### config.mk
export PLATFORM = sky130hd
export DESIGN_NAME = uart_port
export DESIGN_NICKNAME = d
export VERILOG_FILES = /design/src/core/uart_pkg.sv /design/src/core/uart_port.sv
export SDC_FILE = /design/constraint.sdc
export NUM_CORES = 1
export LEC_CHECK = 0
export BUFFER_PORTS_ARGS = -buffer_cell sky130_fd_sc_hd__buf_2
export CAP_MARGIN = 20
export CORE_MARGIN = 8
export CORE_UTILIZATION = 60
export DETAILED_ROUTE_END_ITERATION = 10
export MAX_ROUTING_LAYER = met4
export PLACE_DENSITY = 0.78
export SYNTH_ARGS = -nofsm -noshare
export SYNTH_HDL_FRONTEND = slang
export SYNTH_SLANG_ARGS = --single-unit
### constraint.sdc
create_clock -name i_clk_sys -period 11.3 [get_ports i_clk_sys]
set_input_delay 1.695 -clock i_clk_sys [delete_from_list [all_inputs] [get_ports i_clk_sys]]
set_output_delay 1.695 -clock i_clk_sys [all_outputs]
set_load 0.05 [all_outputs]
### src/core/uart_pkg.sv
// Constants and types shared by the serial port design
package uart_pkg;
  localparam logic [2:0]  ADDR_MODE   = 3'h0;
  localparam logic [2:0]  ADDR_STA    = 3'h1;
  localparam logic [2:0]  ADDR_TXREG  = 3'h2;
  localparam logic [2:0]  ADDR_RXREG  = 3'h3;
  localparam logic [2:0]  ADDR_BRG    = 3'h4;
  localparam logic [15:0] MODE_WMASK  = 16'hbbff;
  localparam logic [15:0] STA_WMASK   = 16'hfce0;
  localparam logic [15:0] RST_MODE    = 16'h0000;
  localparam logic [15:0] RST_STA     = 16'h0000;
  localparam logic [15:0] RST_DIV     = 16'h0000;
  // Mode register fields
  localparam int M_EN      = 15;
  localparam int M_RTSMD   = 11;
  localparam int M_PEN_HI  = 9;
  localparam int M_PEN_LO  = 8;
  localparam int M_LPBACK  = 6;
  localparam int M_ABAUD   = 5;
  localparam int M_RXINV   = 4;
  localparam int M_HISPD   = 3;
  localparam int M_PDS_HI  = 2;
  localparam int M_PDS_LO  = 1;
  localparam int M_STOP2   = 0;
  // Status and control register fields
  localparam int S_TXIM1   = 15;
  localparam int S_TXIM0   = 13;
  localparam int S_RXEN    = 12;
  localparam int S_BRK     = 11;
  localparam int S_TXEN    = 10;
  localparam int S_RXIM_HI = 7;
  localparam int S_RXIM_LO = 6;
  localparam int S_ADDEN   = 5;
  localparam int S_OVERRUN_FLAG    = 1;
  // Encodings
  localparam logic [1:0] PDS_8N  = 2'b00;
  localparam logic [1:0] PDS_8E  = 2'b01;
  localparam logic [1:0] PDS_8O  = 2'b10;
  localparam logic [1:0] PDS_9N  = 2'b11;
  localparam logic [1:0] PEN_RTS = 2'b01;
  localparam logic [1:0] PEN_FC  = 2'b10;
  localparam logic [1:0] PEN_CLK = 2'b11;
  localparam logic [1:0] TXIM_LOAD  = 2'b00;
  localparam logic [1:0] TXIM_DONE  = 2'b01;
  localparam logic [1:0] TXIM_EMPTY = 2'b10;
  localparam logic [3:0] OVS_STD = 4'hf;
  localparam logic [3:0] OVS_HI  = 4'h3;
  localparam logic [3:0] BRK_LAST = 4'hb;
  localparam logic [2:0] FIFO_DEPTH = 3'h4;
  localparam logic [2:0] AB_EDGES = 3'h5;
  typedef enum logic [2:0] {
    ST_IDLE  = 3'b000,
    ST_START = 3'b001,
    ST_DATA  = 3'b011,
    ST_PAR   = 3'b010,
    ST_STOP  = 3'b110
  } ser_state_t;
endpackage

### src/core/uart_port.sv
// Full-duplex serial port with baud generator, 4-deep queues and register port
// Operation
// - Free-running 16-bit baud timer; standard rate is clock over 16 times divisor+1.
// - High-speed select gives clock over 4 times divisor+1.
// - Writing the divisor clears the baud timer at once.
// - Setting transmit enable raises a transmit interrupt three cycles after the write.
// - In 8-bit mode a low-byte write enters the transmit queue.
// - Data loaded while disabled starts immediately once enabled; baud timer restarts cleared.
// - 9-bit mode accepts only full word writes to the transmit register.
// - Transmit interrupt follows the two-bit transmit interrupt mode.
// - Break request plus dummy character sends a break, the dummy value ignored.
// - After the break hardware clears break request, then sends queued sync.
// - Receive enable is bit 12 of status and control.
// - Receive interrupt follows the two-bit receive interrupt mode.
// - Overrun flag stays set until software clears it.
// - Reading receive data pops the queue; next entry brings own error flags.
// - Transmit and receive paths each hold four characters.
// - 8 or 9 data bits, even, odd or no parity, one or two stops.
// - 9-bit address detect keeps only characters whose ninth bit is 1.
// - Receiver flags parity, framing and overrun errors.
// - Baud clock output works only with high-speed select at 0.
// - Pin field 11 with port enabled drives 16x baud clock on request pin.
// - Pin field selects simplex or flow control use of request and clear pins.
// - Loopback, receive polarity and automatic baud detection are provided.
// - Transmit interrupt modes: load, all shifted out, queue emptied, reserved.
// - Break is start bit, twelve zeros, stop bit.
// - Parity field 00 8N, 01 8E, 10 8O, 11 9N; stop select one or two.
// - Pin field 00 data only, 01 request, 10 request and clear, 11 clock.
module uart_port
  import uart_pkg::*;
(
  input  wire logic        i_clk_sys,
  input  wire logic        i_sys_rst,
  input  wire logic [2:0]  i_addr,
  input  wire logic [15:0] i_wdata,
  input  wire logic [1:0]  i_wr_be,
  input  wire logic        i_wr,
  input  wire logic        i_rd,
  output logic      [15:0] o_rdata,
  input  wire logic        i_serial_in,
  output logic             o_serial_out,
  output logic             o_serial_out_oe,
  input  wire logic        i_clear_to_send_n,
  output logic             o_request_to_send_n,
  output logic             o_request_to_send_oe,
  output logic             o_tx_irq,
  output logic             o_rx_irq
);

  typedef struct packed {
    logic [15:0]      mode;
    logic [15:0]      sta_ctl;
    logic             overrun_flag;
    logic [15:0]      baud_divisor;
    logic [15:0]      brg_cnt;
    logic [3:0]       tx_sub;
    logic [3:0]       rx_sub;
    logic [3:0][8:0]  txf;
    logic [1:0]       txw;
    logic [1:0]       txr;
    logic [2:0]       txn;
    logic [3:0][10:0] rxf;
    logic [1:0]       rxw;
    logic [1:0]       rxr;
    logic [2:0]       rxn;
    ser_state_t       txs;
    logic [8:0]       tx_shift;
    logic             tx_par;
    logic [3:0]       tx_bit;
    logic             tx_brk;
    logic             tx_line;
    ser_state_t       rxs;
    logic [8:0]       rx_shift;
    logic [3:0]       rx_bit;
    logic             rx_parity_error_flag;
    logic             rx_prev;
    logic [2:0]       ab_edges;
    logic [22:0]      ab_cnt;
    logic [1:0]       irq_pipe;
    logic             tx_irq;
    logic             rx_irq;
    logic             rts_n;
    logic             bclk;
    logic [15:0]      rdata;
  } state_t;

  state_t q;
  state_t d;

  logic        en;
  logic        nine;
  logic        par_on;
  logic [3:0]  ovs_max;
  logic [3:0]  mid;
  logic        tick;
  logic        tx_end;
  logic        rx_smp;
  logic        rxline;
  logic        cts_ok;
  logic [15:0] bmask;
  logic [3:0]  last_bit;
  logic [10:0] rx_head;
  logic [8:0]  rx_word;
  logic        txen_old;

  assign en      = q.mode[M_EN];
  assign nine    = q.mode[M_PDS_HI:M_PDS_LO] == PDS_9N;
  assign par_on  = q.mode[M_PDS_HI:M_PDS_LO] == PDS_8E || q.mode[M_PDS_HI:M_PDS_LO] == PDS_8O;
  assign ovs_max = q.mode[M_HISPD] ? OVS_HI : OVS_STD;
  assign mid     = ovs_max >> 1;
  assign tick    = q.brg_cnt == q.baud_divisor;
  assign tx_end  = tick && q.tx_sub == ovs_max;
  assign rx_smp  = tick && q.rx_sub == mid;
  // Loopback feeds the transmitter straight back; no pin involved
  assign rxline  = q.mode[M_LPBACK] ? q.tx_line : (i_serial_in ^ q.mode[M_RXINV]);
  assign cts_ok  = q.mode[M_PEN_HI:M_PEN_LO] != PEN_FC || !i_clear_to_send_n;
  assign bmask   = {{8{i_wr_be[1]}}, {8{i_wr_be[0]}}};
  assign rx_head = q.rxf[q.rxr];
  assign rx_word = nine ? q.rx_shift : {1'b0, q.rx_shift[8:1]};
  assign txen_old = q.sta_ctl[S_TXEN];
  assign last_bit = q.tx_brk ? BRK_LAST : (nine ? 4'h8 : 4'h7);

  always_comb
  begin
    logic        push_ok;
    logic [8:0]  wchar;
    logic [1:0]  txim;
    logic [15:0] sta_rd;
    push_ok = 1'b0;
    wchar   = 9'h000;
    txim    = {q.sta_ctl[S_TXIM1], q.sta_ctl[S_TXIM0]};
    sta_rd  = 16'h0000;
    d = q;
    d.tx_irq   = 1'b0;
    d.rx_irq   = 1'b0;
    d.rdata    = 16'h0000;
    d.irq_pipe = {q.irq_pipe[0], 1'b0};

    // Baud timer
    if (tick)
    begin
      d.brg_cnt = 16'h0000;
      d.tx_sub = (q.tx_sub == ovs_max) ? 4'h0 : q.tx_sub + 4'h1;
      d.rx_sub = (q.rx_sub == ovs_max) ? 4'h0 : q.rx_sub + 4'h1;
    end
    else
    begin
      d.brg_cnt = q.brg_cnt + 16'h0001;
    end

    // Register writes
    if (i_wr)
    begin
      case (i_addr)
        ADDR_MODE:
        begin
          d.mode = ((q.mode & ~bmask) | (i_wdata & bmask)) & MODE_WMASK;
        end
        ADDR_STA:
        begin
          d.sta_ctl = ((q.sta_ctl & ~bmask) | (i_wdata & bmask)) & STA_WMASK;
          if (i_wr_be[0] && !i_wdata[S_OVERRUN_FLAG])
          begin
            d.overrun_flag = 1'b0;
          end
          if (!txen_old && d.sta_ctl[S_TXEN])
          begin
            // Restart from a cleared baud state so queued data leaves at once
            d.brg_cnt  = 16'h0000;
            d.tx_sub   = 4'h0;
            d.irq_pipe = {q.irq_pipe[0], 1'b1};
          end
          if (txen_old && !d.sta_ctl[S_TXEN])
          begin
            d.txn = 3'h0;
            d.txr = q.txw;
            d.txs = ST_IDLE;
          end
        end
        ADDR_BRG:
        begin
          d.baud_divisor = (q.baud_divisor & ~bmask) | (i_wdata & bmask);
          d.brg_cnt      = 16'h0000;
        end
        default:
        begin
          wchar = 9'h000;
        end
      endcase
    end

    // Transmitter
    case (q.txs)
      ST_IDLE:
      begin
        // A disable in this cycle has already flushed the queue; loading now would underflow it
        if (en && q.sta_ctl[S_TXEN] && d.sta_ctl[S_TXEN] && q.txn != 3'h0 && cts_ok)
        begin
          d.tx_shift = q.txf[q.txr];
          d.tx_par   = (^q.txf[q.txr][7:0]) ^ (q.mode[M_PDS_HI:M_PDS_LO] == PDS_8O);
          d.tx_brk   = q.sta_ctl[S_BRK];
          d.txr      = q.txr + 2'h1;
          d.txn      = d.txn - 3'h1;
          d.tx_sub   = 4'h0;
          d.tx_bit   = 4'h0;
          d.txs      = ST_START;
          if (txim == TXIM_LOAD || (txim == TXIM_EMPTY && q.txn == 3'h1))
          begin
            d.tx_irq = 1'b1;
          end
        end
      end
      ST_START:
      begin
        if (tx_end)
        begin
          d.txs = ST_DATA;
        end
      end
      ST_DATA:
      begin
        if (tx_end)
        begin
          d.tx_shift = {1'b0, q.tx_shift[8:1]};
          d.tx_bit   = q.tx_bit + 4'h1;
          if (q.tx_bit == last_bit)
          begin
            d.tx_bit = 4'h0;
            d.txs    = (q.tx_brk || !par_on) ? ST_STOP : ST_PAR;
          end
        end
      end
      ST_PAR:
      begin
        if (tx_end)
        begin
          d.txs = ST_STOP;
        end
      end
      ST_STOP:
      begin
        if (tx_end)
        begin
          if (q.mode[M_STOP2] && q.tx_bit == 4'h0 && !q.tx_brk)
          begin
            d.tx_bit = 4'h1;
          end
          else
          begin
            d.txs = ST_IDLE;
            if (q.tx_brk)
            begin
              d.sta_ctl[S_BRK] = 1'b0;
            end
            if (txim == TXIM_DONE && d.txn == 3'h0)
            begin
              d.tx_irq = 1'b1;
            end
          end
        end
      end
      default:
      begin
        d.txs = ST_IDLE;
      end
    endcase
    // Disable aborts a frame in flight; the state machine must not step on
    if (!d.sta_ctl[S_TXEN])
    begin
      d.txs = ST_IDLE;
    end
    if (q.irq_pipe[1])
    begin
      d.tx_irq = 1'b1;
    end

    // Transmit queue write; 9-bit mode needs both byte lanes
    if (i_wr && i_addr == ADDR_TXREG)
    begin
      push_ok = nine ? (i_wr_be == 2'b11) : i_wr_be[0];
      wchar   = nine ? i_wdata[8:0] : {1'b0, i_wdata[7:0]};
      if (push_ok && d.txn != FIFO_DEPTH)
      begin
        d.txf[q.txw] = wchar;
        d.txw = q.txw + 2'h1;
        d.txn = d.txn + 3'h1;
      end
    end

    // Line level follows the state just entered; idle is high
    case (d.txs)
      ST_START: d.tx_line = 1'b0;
      ST_DATA:  d.tx_line = d.tx_brk ? 1'b0 : d.tx_shift[0];
      ST_PAR:   d.tx_line = d.tx_par;
      default:  d.tx_line = 1'b1;
    endcase

    // Receiver
    d.rx_prev = rxline;
    if (!(en && q.sta_ctl[S_RXEN]))
    begin
      d.rxs = ST_IDLE;
    end
    else
    begin
      case (q.rxs)
        ST_IDLE:
        begin
          if (q.rx_prev && !rxline)
          begin
            d.rxs    = ST_START;
            d.rx_sub = 4'h0;
            d.rx_bit = 4'h0;
            d.rx_parity_error_flag = 1'b0;
          end
        end
        ST_START:
        begin
          if (rx_smp)
          begin
            // A glitch shorter than half a bit is dropped here
            d.rxs = rxline ? ST_IDLE : ST_DATA;
          end
        end
        ST_DATA:
        begin
          if (rx_smp)
          begin
            d.rx_shift = {rxline, q.rx_shift[8:1]};
            d.rx_bit   = q.rx_bit + 4'h1;
            if (q.rx_bit == (nine ? 4'h8 : 4'h7))
            begin
              d.rxs = par_on ? ST_PAR : ST_STOP;
            end
          end
        end
        ST_PAR:
        begin
          if (rx_smp)
          begin
            d.rx_parity_error_flag = ((^q.rx_shift[8:1]) ^ (q.mode[M_PDS_HI:M_PDS_LO] == PDS_8O)) != rxline;
            d.rxs = ST_STOP;
          end
        end
        ST_STOP:
        begin
          if (rx_smp)
          begin
            d.rxs = ST_IDLE;
            if (!(nine && q.sta_ctl[S_ADDEN] && !rx_word[8]))
            begin
              if (q.rxn == FIFO_DEPTH)
              begin
                d.overrun_flag = 1'b1;
              end
              else
              begin
                d.rxf[q.rxw] = {q.rx_parity_error_flag, !rxline, rx_word};
                d.rxw = q.rxw + 2'h1;
                d.rxn = q.rxn + 3'h1;
                case (q.sta_ctl[S_RXIM_HI:S_RXIM_LO])
                  2'b10:   d.rx_irq = q.rxn == 3'h2;
                  2'b11:   d.rx_irq = q.rxn == 3'h3;
                  default: d.rx_irq = 1'b1;
                endcase
              end
            end
          end
        end
        default:
        begin
          d.rxs = ST_IDLE;
        end
      endcase
    end

    // Automatic baud: eight bit times between first and fifth falling edge of 55h
    if (q.mode[M_ABAUD])
    begin
      if (q.ab_edges != 3'h0)
      begin
        d.ab_cnt = q.ab_cnt + 23'h1;
      end
      if (q.rx_prev && !rxline)
      begin
        d.ab_edges = q.ab_edges + 3'h1;
        if (d.ab_edges == AB_EDGES)
        begin
          d.baud_divisor = (q.mode[M_HISPD] ? q.ab_cnt[20:5] : q.ab_cnt[22:7]) - 16'h0001;
          d.brg_cnt  = 16'h0000;
          d.mode[M_ABAUD] = 1'b0;
          d.ab_edges = 3'h0;
          d.ab_cnt   = 23'h0;
        end
      end
    end

    // Request pin: baud clock, simplex or flow control
    d.bclk = q.brg_cnt <= (q.baud_divisor >> 1);
    case (q.mode[M_PEN_HI:M_PEN_LO])
      PEN_CLK: d.rts_n = q.mode[M_HISPD] ? 1'b1 : q.bclk;
      PEN_RTS, PEN_FC:
      begin
        d.rts_n = q.mode[M_RTSMD] ? (q.txs == ST_IDLE) : (q.rxn == FIFO_DEPTH);
      end
      default: d.rts_n = 1'b1;
    endcase

    // Register reads; data appears in the following cycle
    sta_rd = q.sta_ctl;
    sta_rd[9] = q.txn == FIFO_DEPTH;
    sta_rd[8] = q.txn == 3'h0 && q.txs == ST_IDLE;
    sta_rd[4] = q.rxs == ST_IDLE;
    sta_rd[3] = q.rxn != 3'h0 && rx_head[10];
    sta_rd[2] = q.rxn != 3'h0 && rx_head[9];
    sta_rd[S_OVERRUN_FLAG] = q.overrun_flag;
    sta_rd[0] = q.rxn != 3'h0;
    if (i_rd)
    begin
      case (i_addr)
        ADDR_MODE: d.rdata = q.mode;
        ADDR_STA:  d.rdata = sta_rd;
        ADDR_BRG:  d.rdata = q.baud_divisor;
        ADDR_RXREG:
        begin
          d.rdata = {7'h00, rx_head[8:0]};
          if (q.rxn != 3'h0)
          begin
            d.rxr = q.rxr + 2'h1;
            d.rxn = d.rxn - 3'h1;
          end
        end
        default:   d.rdata = 16'h0000;
      endcase
    end
  end

  always_ff @(posedge i_clk_sys or posedge i_sys_rst)
  begin
    if (i_sys_rst)
    begin
      q <= '0;
      q.mode <= RST_MODE;
      q.sta_ctl <= RST_STA;
      q.baud_divisor <= RST_DIV;
      q.tx_line <= 1'b1;
      q.rx_prev <= 1'b1;
      q.rts_n <= 1'b1;
      q.txs <= ST_IDLE;
      q.rxs <= ST_IDLE;
    end
    else
    begin
      q <= d;
    end
  end

  assign o_rdata              = q.rdata;
  assign o_serial_out         = q.tx_line;
  assign o_serial_out_oe      = en && q.sta_ctl[S_TXEN];
  assign o_request_to_send_n  = q.rts_n;
  assign o_request_to_send_oe = en && q.mode[M_PEN_HI:M_PEN_LO] != 2'b00;
  assign o_tx_irq             = q.tx_irq;
  assign o_rx_irq             = q.rx_irq;

endmodule

==> run_results.csv, run 1 <==
group,metric,value,unit
clock_tree,cts_setup_buffers,0,
pwr,max-vdd-ir-drop,150,uV
synthesis,synth_area_leaders,"dfrtp_1, mux2_2, mux2_4",
clock_tree,cts_buffers,26,
global_routing,grt_pass1_wl,49900,um
clock_tree,cts.clk_slew.worst_paths,0.06,ns
clock_tree,htreeDepth,1,
die,pin_count,49,
die,rows,55,
sta,fmax,221,MHz
pwr,comb_power_share,0.307,
pwr,leakagePower,0.00701,uW
critical_path,cp_data_required_time,11.71,ns
critical_path,critPathKind,"in -> reg",
detailed_routing,via_per_inst,6.03,
detailed_routing,wire_per_inst,19.6,um
clock_tree,ctsRootBufferMaster,"clkbuf_16",
critical_path,start_kind,"input port",
detailed_routing,drc_errors,0,
placement,gp_congestion,0.948,
critical_path,crit_path_max_incr_delay,0.48,ns
sta,finalHoldViolations,0,
final_layout,seq_area,6080,um2
flow_run,cap_viol_max_count,0,
synthesis,synth_top_family_by_area,"multiplexers",
final_layout,final_area,14700,um2
critical_path,path_buf_inv,2,
pwr,share_seq_of_total_power,0.436,
min_path,hold_depth,0,
final_layout,n_fill_cell,1718,
placement,dpl_worst_slack,6.28,ns
placement,dp.cells,1520,
clock_tree,cts.sinks,243,
sta,rsz0062_at_grt,"no",
global_routing,grt_util_all_layers,0.226,
synthesis,synthSimpleGateAreaFrac,0.145,
die,die_area,27900,um2
synthesis,seq_area_frac_synth,0.445,
clock_tree,cts.path.max_buffers,3,
pwr,p_sw_frac,0.365,
critical_path,arrival,4.92,ns
min_path,hp-class,"reg -> reg",
synthesis,avgSynthCellArea,10.9,um2
critical_path,crit_chain,"buf_2 > nor3b_1 > nand3_1 > nand2_1 > ha_1 > o21ai_0 > inv_1 > ha_1 > a21oi_4 > nand2_2 > mux2_2",
detailed_routing,vias,9443,
critical_path,rr_endpoint,"q[155]",
sta,setup_ws,6.78,ns
synthesis,synthMuxAreaShare,0.181,
die,dieWidth,167,um
detailed_routing,ant_nets,0,
run_status,status,"completed",
detailed_routing,drt_wl_total,30700,um
synthesis,yosys_most_used_dff,"dfrtp_1",
pwr,p_per_area,212,nW/um2
synthesis,async_flop_share,1.00,
final_layout,layout_commonest_cell,"dfrtp_1",
pwr,pwr-share-clk,0.257,
critical_path,r2r_slack,7.76,ns
critical_path,slowest_stage,"buf_2",
synthesis,yosysWarningCount,0,
synthesis,synth_adder_area_share,0.0421,
global_routing,antenna_found_initial,0,
placement,port_buffers,48,
synthesis,synthXorXnorAreaFrac,0.0615,
clock_tree,insertion_delay,0.53,ns
synthesis,yosysTopAreaCell,"dfrtp_1",
die,die_h,167,um
clock_tree,cts_tree,"built",
final_layout,antenna-diode-count,0,
sta,tightest_slew,0.918,ns
final_layout,stdcell_count,1566,
synthesis,synth_cell_type_count,75,
final_layout,multiInputGateArea,7000,um2
sta,drv_slew,0,
sta,finalCritPeriodShare,0.400,
critical_path,cpMostUsedCell,"ha_1",
final_layout,final_cell_mix,"dfrtp_1, nor2_1, nand2_1",
detailed_routing,first_iter_violations,764,
final_layout,nets,1336,
detailed_routing,drt_first_pass_iters,5,
sta,setup_tns,0,ns
sta,setup_viol,0,
global_routing,grt_start_max_net_pins,113,
pwr,power,3130,uW
critical_path,critPathTopFamily,"simple AND/OR/NAND/NOR gates",
synthesis,syn-cell-area,13700,um2
sta,clock_skew,0.0143,ns
critical_path,worstRegToRegCells,10,
synthesis,synth_compound_area_frac,0.0816,
pwr,intPower,1990,uW
sta,fin_crit,4.52,ns
die,core-area,22500,um2
synthesis,synthCells,1254,
sta,slew_headroom,0.383,
synthesis,ys_seq_elements,243,
final_layout,drive_above_1_share,0.215,
synthesis,synth_top_area_frac,0.439,
global_routing,grt_pass1_vias,9239,
min_path,hold_path_startpoint,"q[20]",
die,start_util,0.607,
pwr,p_sw,1140,uW
final_layout,syn_to_final_growth,7.73,%
critical_path,critical_path.max_fanout,29,
clock_tree,postCtsResizedCells,0,
clock_tree,hold_buffers,0,
placement,dpl.hpwl,21900,um
global_routing,grt_remaining_overflow,0,
min_path,hold_end,"q[21]",
synthesis,synth_edf_count,0,
synthesis,syn-num-nets,1327,
placement,placed_area,13900,um2
critical_path,endpoint_kind,"flip-flop",
==> cell usage after synthesis (35+ instances only) <==
| cell type | n |
|---|---|
| a21oi_1 | 35 |
| dfrtp_1 | 240 |
| ha_1 | 46 |
| inv_1 | 52 |
| mux2_2 | 87 |
| mux2_4 | 40 |
| mux2i_1 | 44 |
| nand2_1 | 96 |
| nor2_1 | 103 |
| o21ai_0 | 46 |
| xnor2_1 | 43 |
| xor2_1 | 53 |
==> worst reg2reg max path, stage by stage (launching register included) <==
cell and delay, ns:
dfrtp_1 0.38, inv_1 0.10, ha_1 0.22, a211oi_1 0.66, nand3_1 0.41, o21ai_0 0.40, inv_1 0.10, ha_1 0.23
a21oi_4 0.36, nand2_2 0.24, mux2_2 0.33
==> per-stage QoR <==
step	hold slack [ns]	utilization
global placement	0.334	0.619
finish	0.348	0.654
floorplan	0.331	-
detailed placement	0.335	0.619
global route	0.355	0.654
CTS	0.349	0.654
==> how the worst max path moves through the flow <==
stage | from | slack [ns] | cells after the start | to
6_report | i_addr[0] | 6.78 | 11 | q[155]
3_3_place_gp | i_addr[0] | 6.45 | 11 | q[152]
2_1_floorplan | i_sys_rst | 2.94 | 1 | asynchronous set/reset pin
3_5_place_dp | i_addr[0] | 6.28 | 11 | q[155]
5_1_grt | i_addr[0] | 6.46 | 11 | q[150]
4_1_cts | i_addr[0] | 6.83 | 11 | q[155]
==> layout make-up <==
cell class,count,share of cell area
clock buffer,36,0.0509
inverter,52,0.0138
sequential,243,0.413
timing repair buffer,54,0.0194
multi-input combinational,886,0.475
clock inverter,10,0.00357
tap,285,0.0242
==> layer usage <==
metal	wire [um]	up-vias	share of wire	GRT usage
met5	0	-	0	-
met2	13900	295	0.45	0.342
met4	1070	0	0.035	0.0807
met3	2060	69	0.067	0.0385
met1	13600	4673	0.44	0.303
li1	-	4406	-	-
==> kinds of logic (layout without fill, tap and decap cells) <==
family / count (synthesis) / in the layout
flops: 243 / 243
mux: 191 / 191
buf+inv: 125 / 152
fa+ha+maj: 46 / 46
simple gates: 382 / 382
xor+xnor: 96 / 96
compound gates: 171 / 171
==> flip-flops by register name, summed over array words and instances, names as in the netlist, named ones only <==
name                 flops
o_rdata                 16
o_serial_out             1
o_request_to_send_n      1
q                      203
o_tx_irq                 1
o_rx_irq                 1
==> power by group through the flow <==
stage	registers (uW)	logic [uW]	clock network, uW
after floorplan	1240	820	0
after global placement	1360	913	0
after detailed placement	1370	951	0
after CTS	1360	962	816
after global routing	1390	1070	850
final	1360	960	805
Power figures use the tool's default switching activity.
==> run 2: changes to the inputs <==
Clock period 11.3 ns to 4.48 ns, I/O delays scaled along.
==> run 2 against run 1 <==
Effect of this change:
- critical endpoint is now q[164]
- largest cell class unchanged
- total power grew to 2.6 times the previous value
- critical path depth fell by 1
- clock power grew to 2.9 times the previous value
- via count down 0.46%
- utilization rose by 0.95 points
==> run_results.csv, run 2 (same netlist as run 1, synthesis figures left out) <==
group,metric,value,unit
global_routing,met2_usage,0.344,
flow_run,cap_viol_max_count,0,
clock_tree,hold_buffers,0,
critical_path,critPathKind,"reg -> reg",
sta,finalCritPeriodShare,0.782,
sta,drv_slew,0,
critical_path,path_buf_inv,2,
clock_tree,cts_setup_buffers,0,
die,dieWidth,167,um
clock_tree,insertion_delay,0.53,ns
pwr,pwr-share-clk,0.284,
clock_tree,cts_tree,"built",
clock_tree,cts.clk_slew.worst_paths,0.06,ns
final_layout,regMostFlops,"q",
final_layout,largest_reg_flops,203,
final_layout,syn_to_final_growth,9.29,%
final_layout,layout_commonest_cell,"dfrtp_1",
critical_path,endpoint_kind,"flip-flop",
die,pin_count,49,
pwr,comb_power_share,0.293,
global_routing,grt_start_max_net_pins,92,
run_status,status,"completed",
pwr,p_sw_frac,0.353,
die,start_util,0.607,
critical_path,start_kind,"flip-flop",
critical_path,critPathTopFamily,"compound AO/OA/AOI/OAI gates",
pwr,p_per_area,547,nW/um2
sta,tightest_slew,0.867,ns
detailed_routing,wire_per_inst,19.6,um
detailed_routing,drt_first_pass_iters,4,
placement,dpl.hpwl,22100,um
sta,slew_headroom,0.422,
sta,finalHoldViolations,0,
sta,clock_skew,0.0132,ns
pwr,p_sw,2880,uW
die,rows,55,
detailed_routing,first_iter_violations,673,
clock_tree,htreeDepth,1,
pwr,leakagePower,0.00711,uW
clock_tree,postCtsResizedCells,0,
critical_path,cp_data_required_time,4.88,ns
pwr,share_seq_of_total_power,0.423,
die,die_area,27900,um2
sta,fin_crit,3.50,ns
pwr,max-vdd-ir-drop,475,uV
placement,gp_congestion,0.890,
final_layout,nets,1341,
critical_path,rr_endpoint,"q[164]",
global_routing,grt_util_all_layers,0.229,
global_routing,antenna_found_initial,0,
final_layout,antenna-diode-count,0,
critical_path,r2r_slack,0.98,ns
placement,port_buffers,48,
sta,setup_viol,0,
pwr,intPower,5290,uW
detailed_routing,drc_errors,0,
clock_tree,cts_buffers,26,
clock_tree,ctsRootBufferMaster,"clkbuf_16",
detailed_routing,drt_wl_total,30800,um
min_path,hp-class,"in -> async",
critical_path,crit_path_max_incr_delay,0.68,ns
critical_path,worstRegToRegCells,10,
global_routing,grtUsageMet3,0.0452,
critical_path,critical_path.max_fanout,10,
final_layout,fin_util,0.664,
final_layout,drive_above_1_share,0.220,
placement,dpl_worst_slack,0.677,ns
global_routing,met1_usage,0.307,
detailed_routing,vias,9400,
global_routing,grt_pass1_vias,9425,
global_routing,top_usage_layer,"met2",
clock_tree,cts.sinks,243,
sta,rsz0062_at_grt,"no",
clock_tree,cts.path.max_buffers,3,
sta,fmax,285,MHz
critical_path,crit_chain,"inv_1 > ha_1 > a211oi_1 > nand3_1 > o21ai_0 > inv_1 > ha_1 > a21oi_4 > nand2_2 > mux2_2",
global_routing,grt_pass1_wl,50500,um
sta,setup_tns,0,ns
detailed_routing,ant_nets,0,
final_layout,final_cell_mix,"dfrtp_1, nor2_1, nand2_1",
critical_path,slowest_stage,"a211oi_1",
detailed_routing,via_per_inst,5.98,
critical_path,arrival,3.91,ns
die,die_h,167,um
sta,setup_ws,0.976,ns
global_routing,grt_remaining_overflow,0,
sta,holdWs,0.0207,ns
die,core-area,22500,um2
==> run 2: cell types whose count changed in the layout (fill, tap and decap cells not counted) <==
cell        before  now
clkinv_4         0    1
clkinv_2         9    4
clkbuf_8         4    7
inv_8            1    0
clkinvlp_4       1    2
buf_4            6    8
bufinv_16        0    4
clkbuf_1         5    4
buf_12           0    3
==> run 2: cell type report <==
cell class                      count  area (um2)
Inverter                           52         199
Timing Repair Buffer               59         360
Fill cell                        1656        7560
Clock buffer                       38         787
Sequential cell                   243        6080
Clock inverter                     10         156
Multi-Input combinational cell    886        7000
Tap cell                          285         357
==> run 2: power groups by stage <==
| stage | registers (uW) | clock network [uW] | logic, uW |
|---|---|---|---|
| 2_1_floorplan | 3130 | 0 | 2070 |
| 3_3_place_gp | 3450 | 0 | 2300 |
| 3_5_place_dp | 3480 | 0 | 2380 |
| 4_1_cts | 3440 | 2360 | 2400 |
| 5_1_grt | 3530 | 2440 | 2680 |
| 6_report | 3460 | 2320 | 2400 |
==> run 2: metrics by stage <==
step / total power [uW] / cells / cell area, um2
after floorplan: 5190 / 1254 / 13700
after global placement: 5750 / 1524 / 14000
after detailed placement: 5860 / 1524 / 14000
after CTS: 8200 / 1572 / 14900
after global routing: 8660 / 1573 / 14900
final: 8180 / 1573 / 14900
==> run 2: worst max-delay path by stage <==
stage,to,cells after the start
after floorplan,asynchronous set/reset pin,1
after global placement,q[166],11
after detailed placement,q[169],11
after CTS,q[164],10
after global routing,q[158],10
final,q[164],10
==> run 2: metal layers <==
| layer | vias to the layer above | wire [um] |
|---|---|---|
| li1 | 4411 | - |
| met2 | 276 | 14000 |
| met3 | 68 | 2050 |
| met5 | - | 0 |
| met4 | 0 | 1000 |
| met1 | 4645 | 13800 |
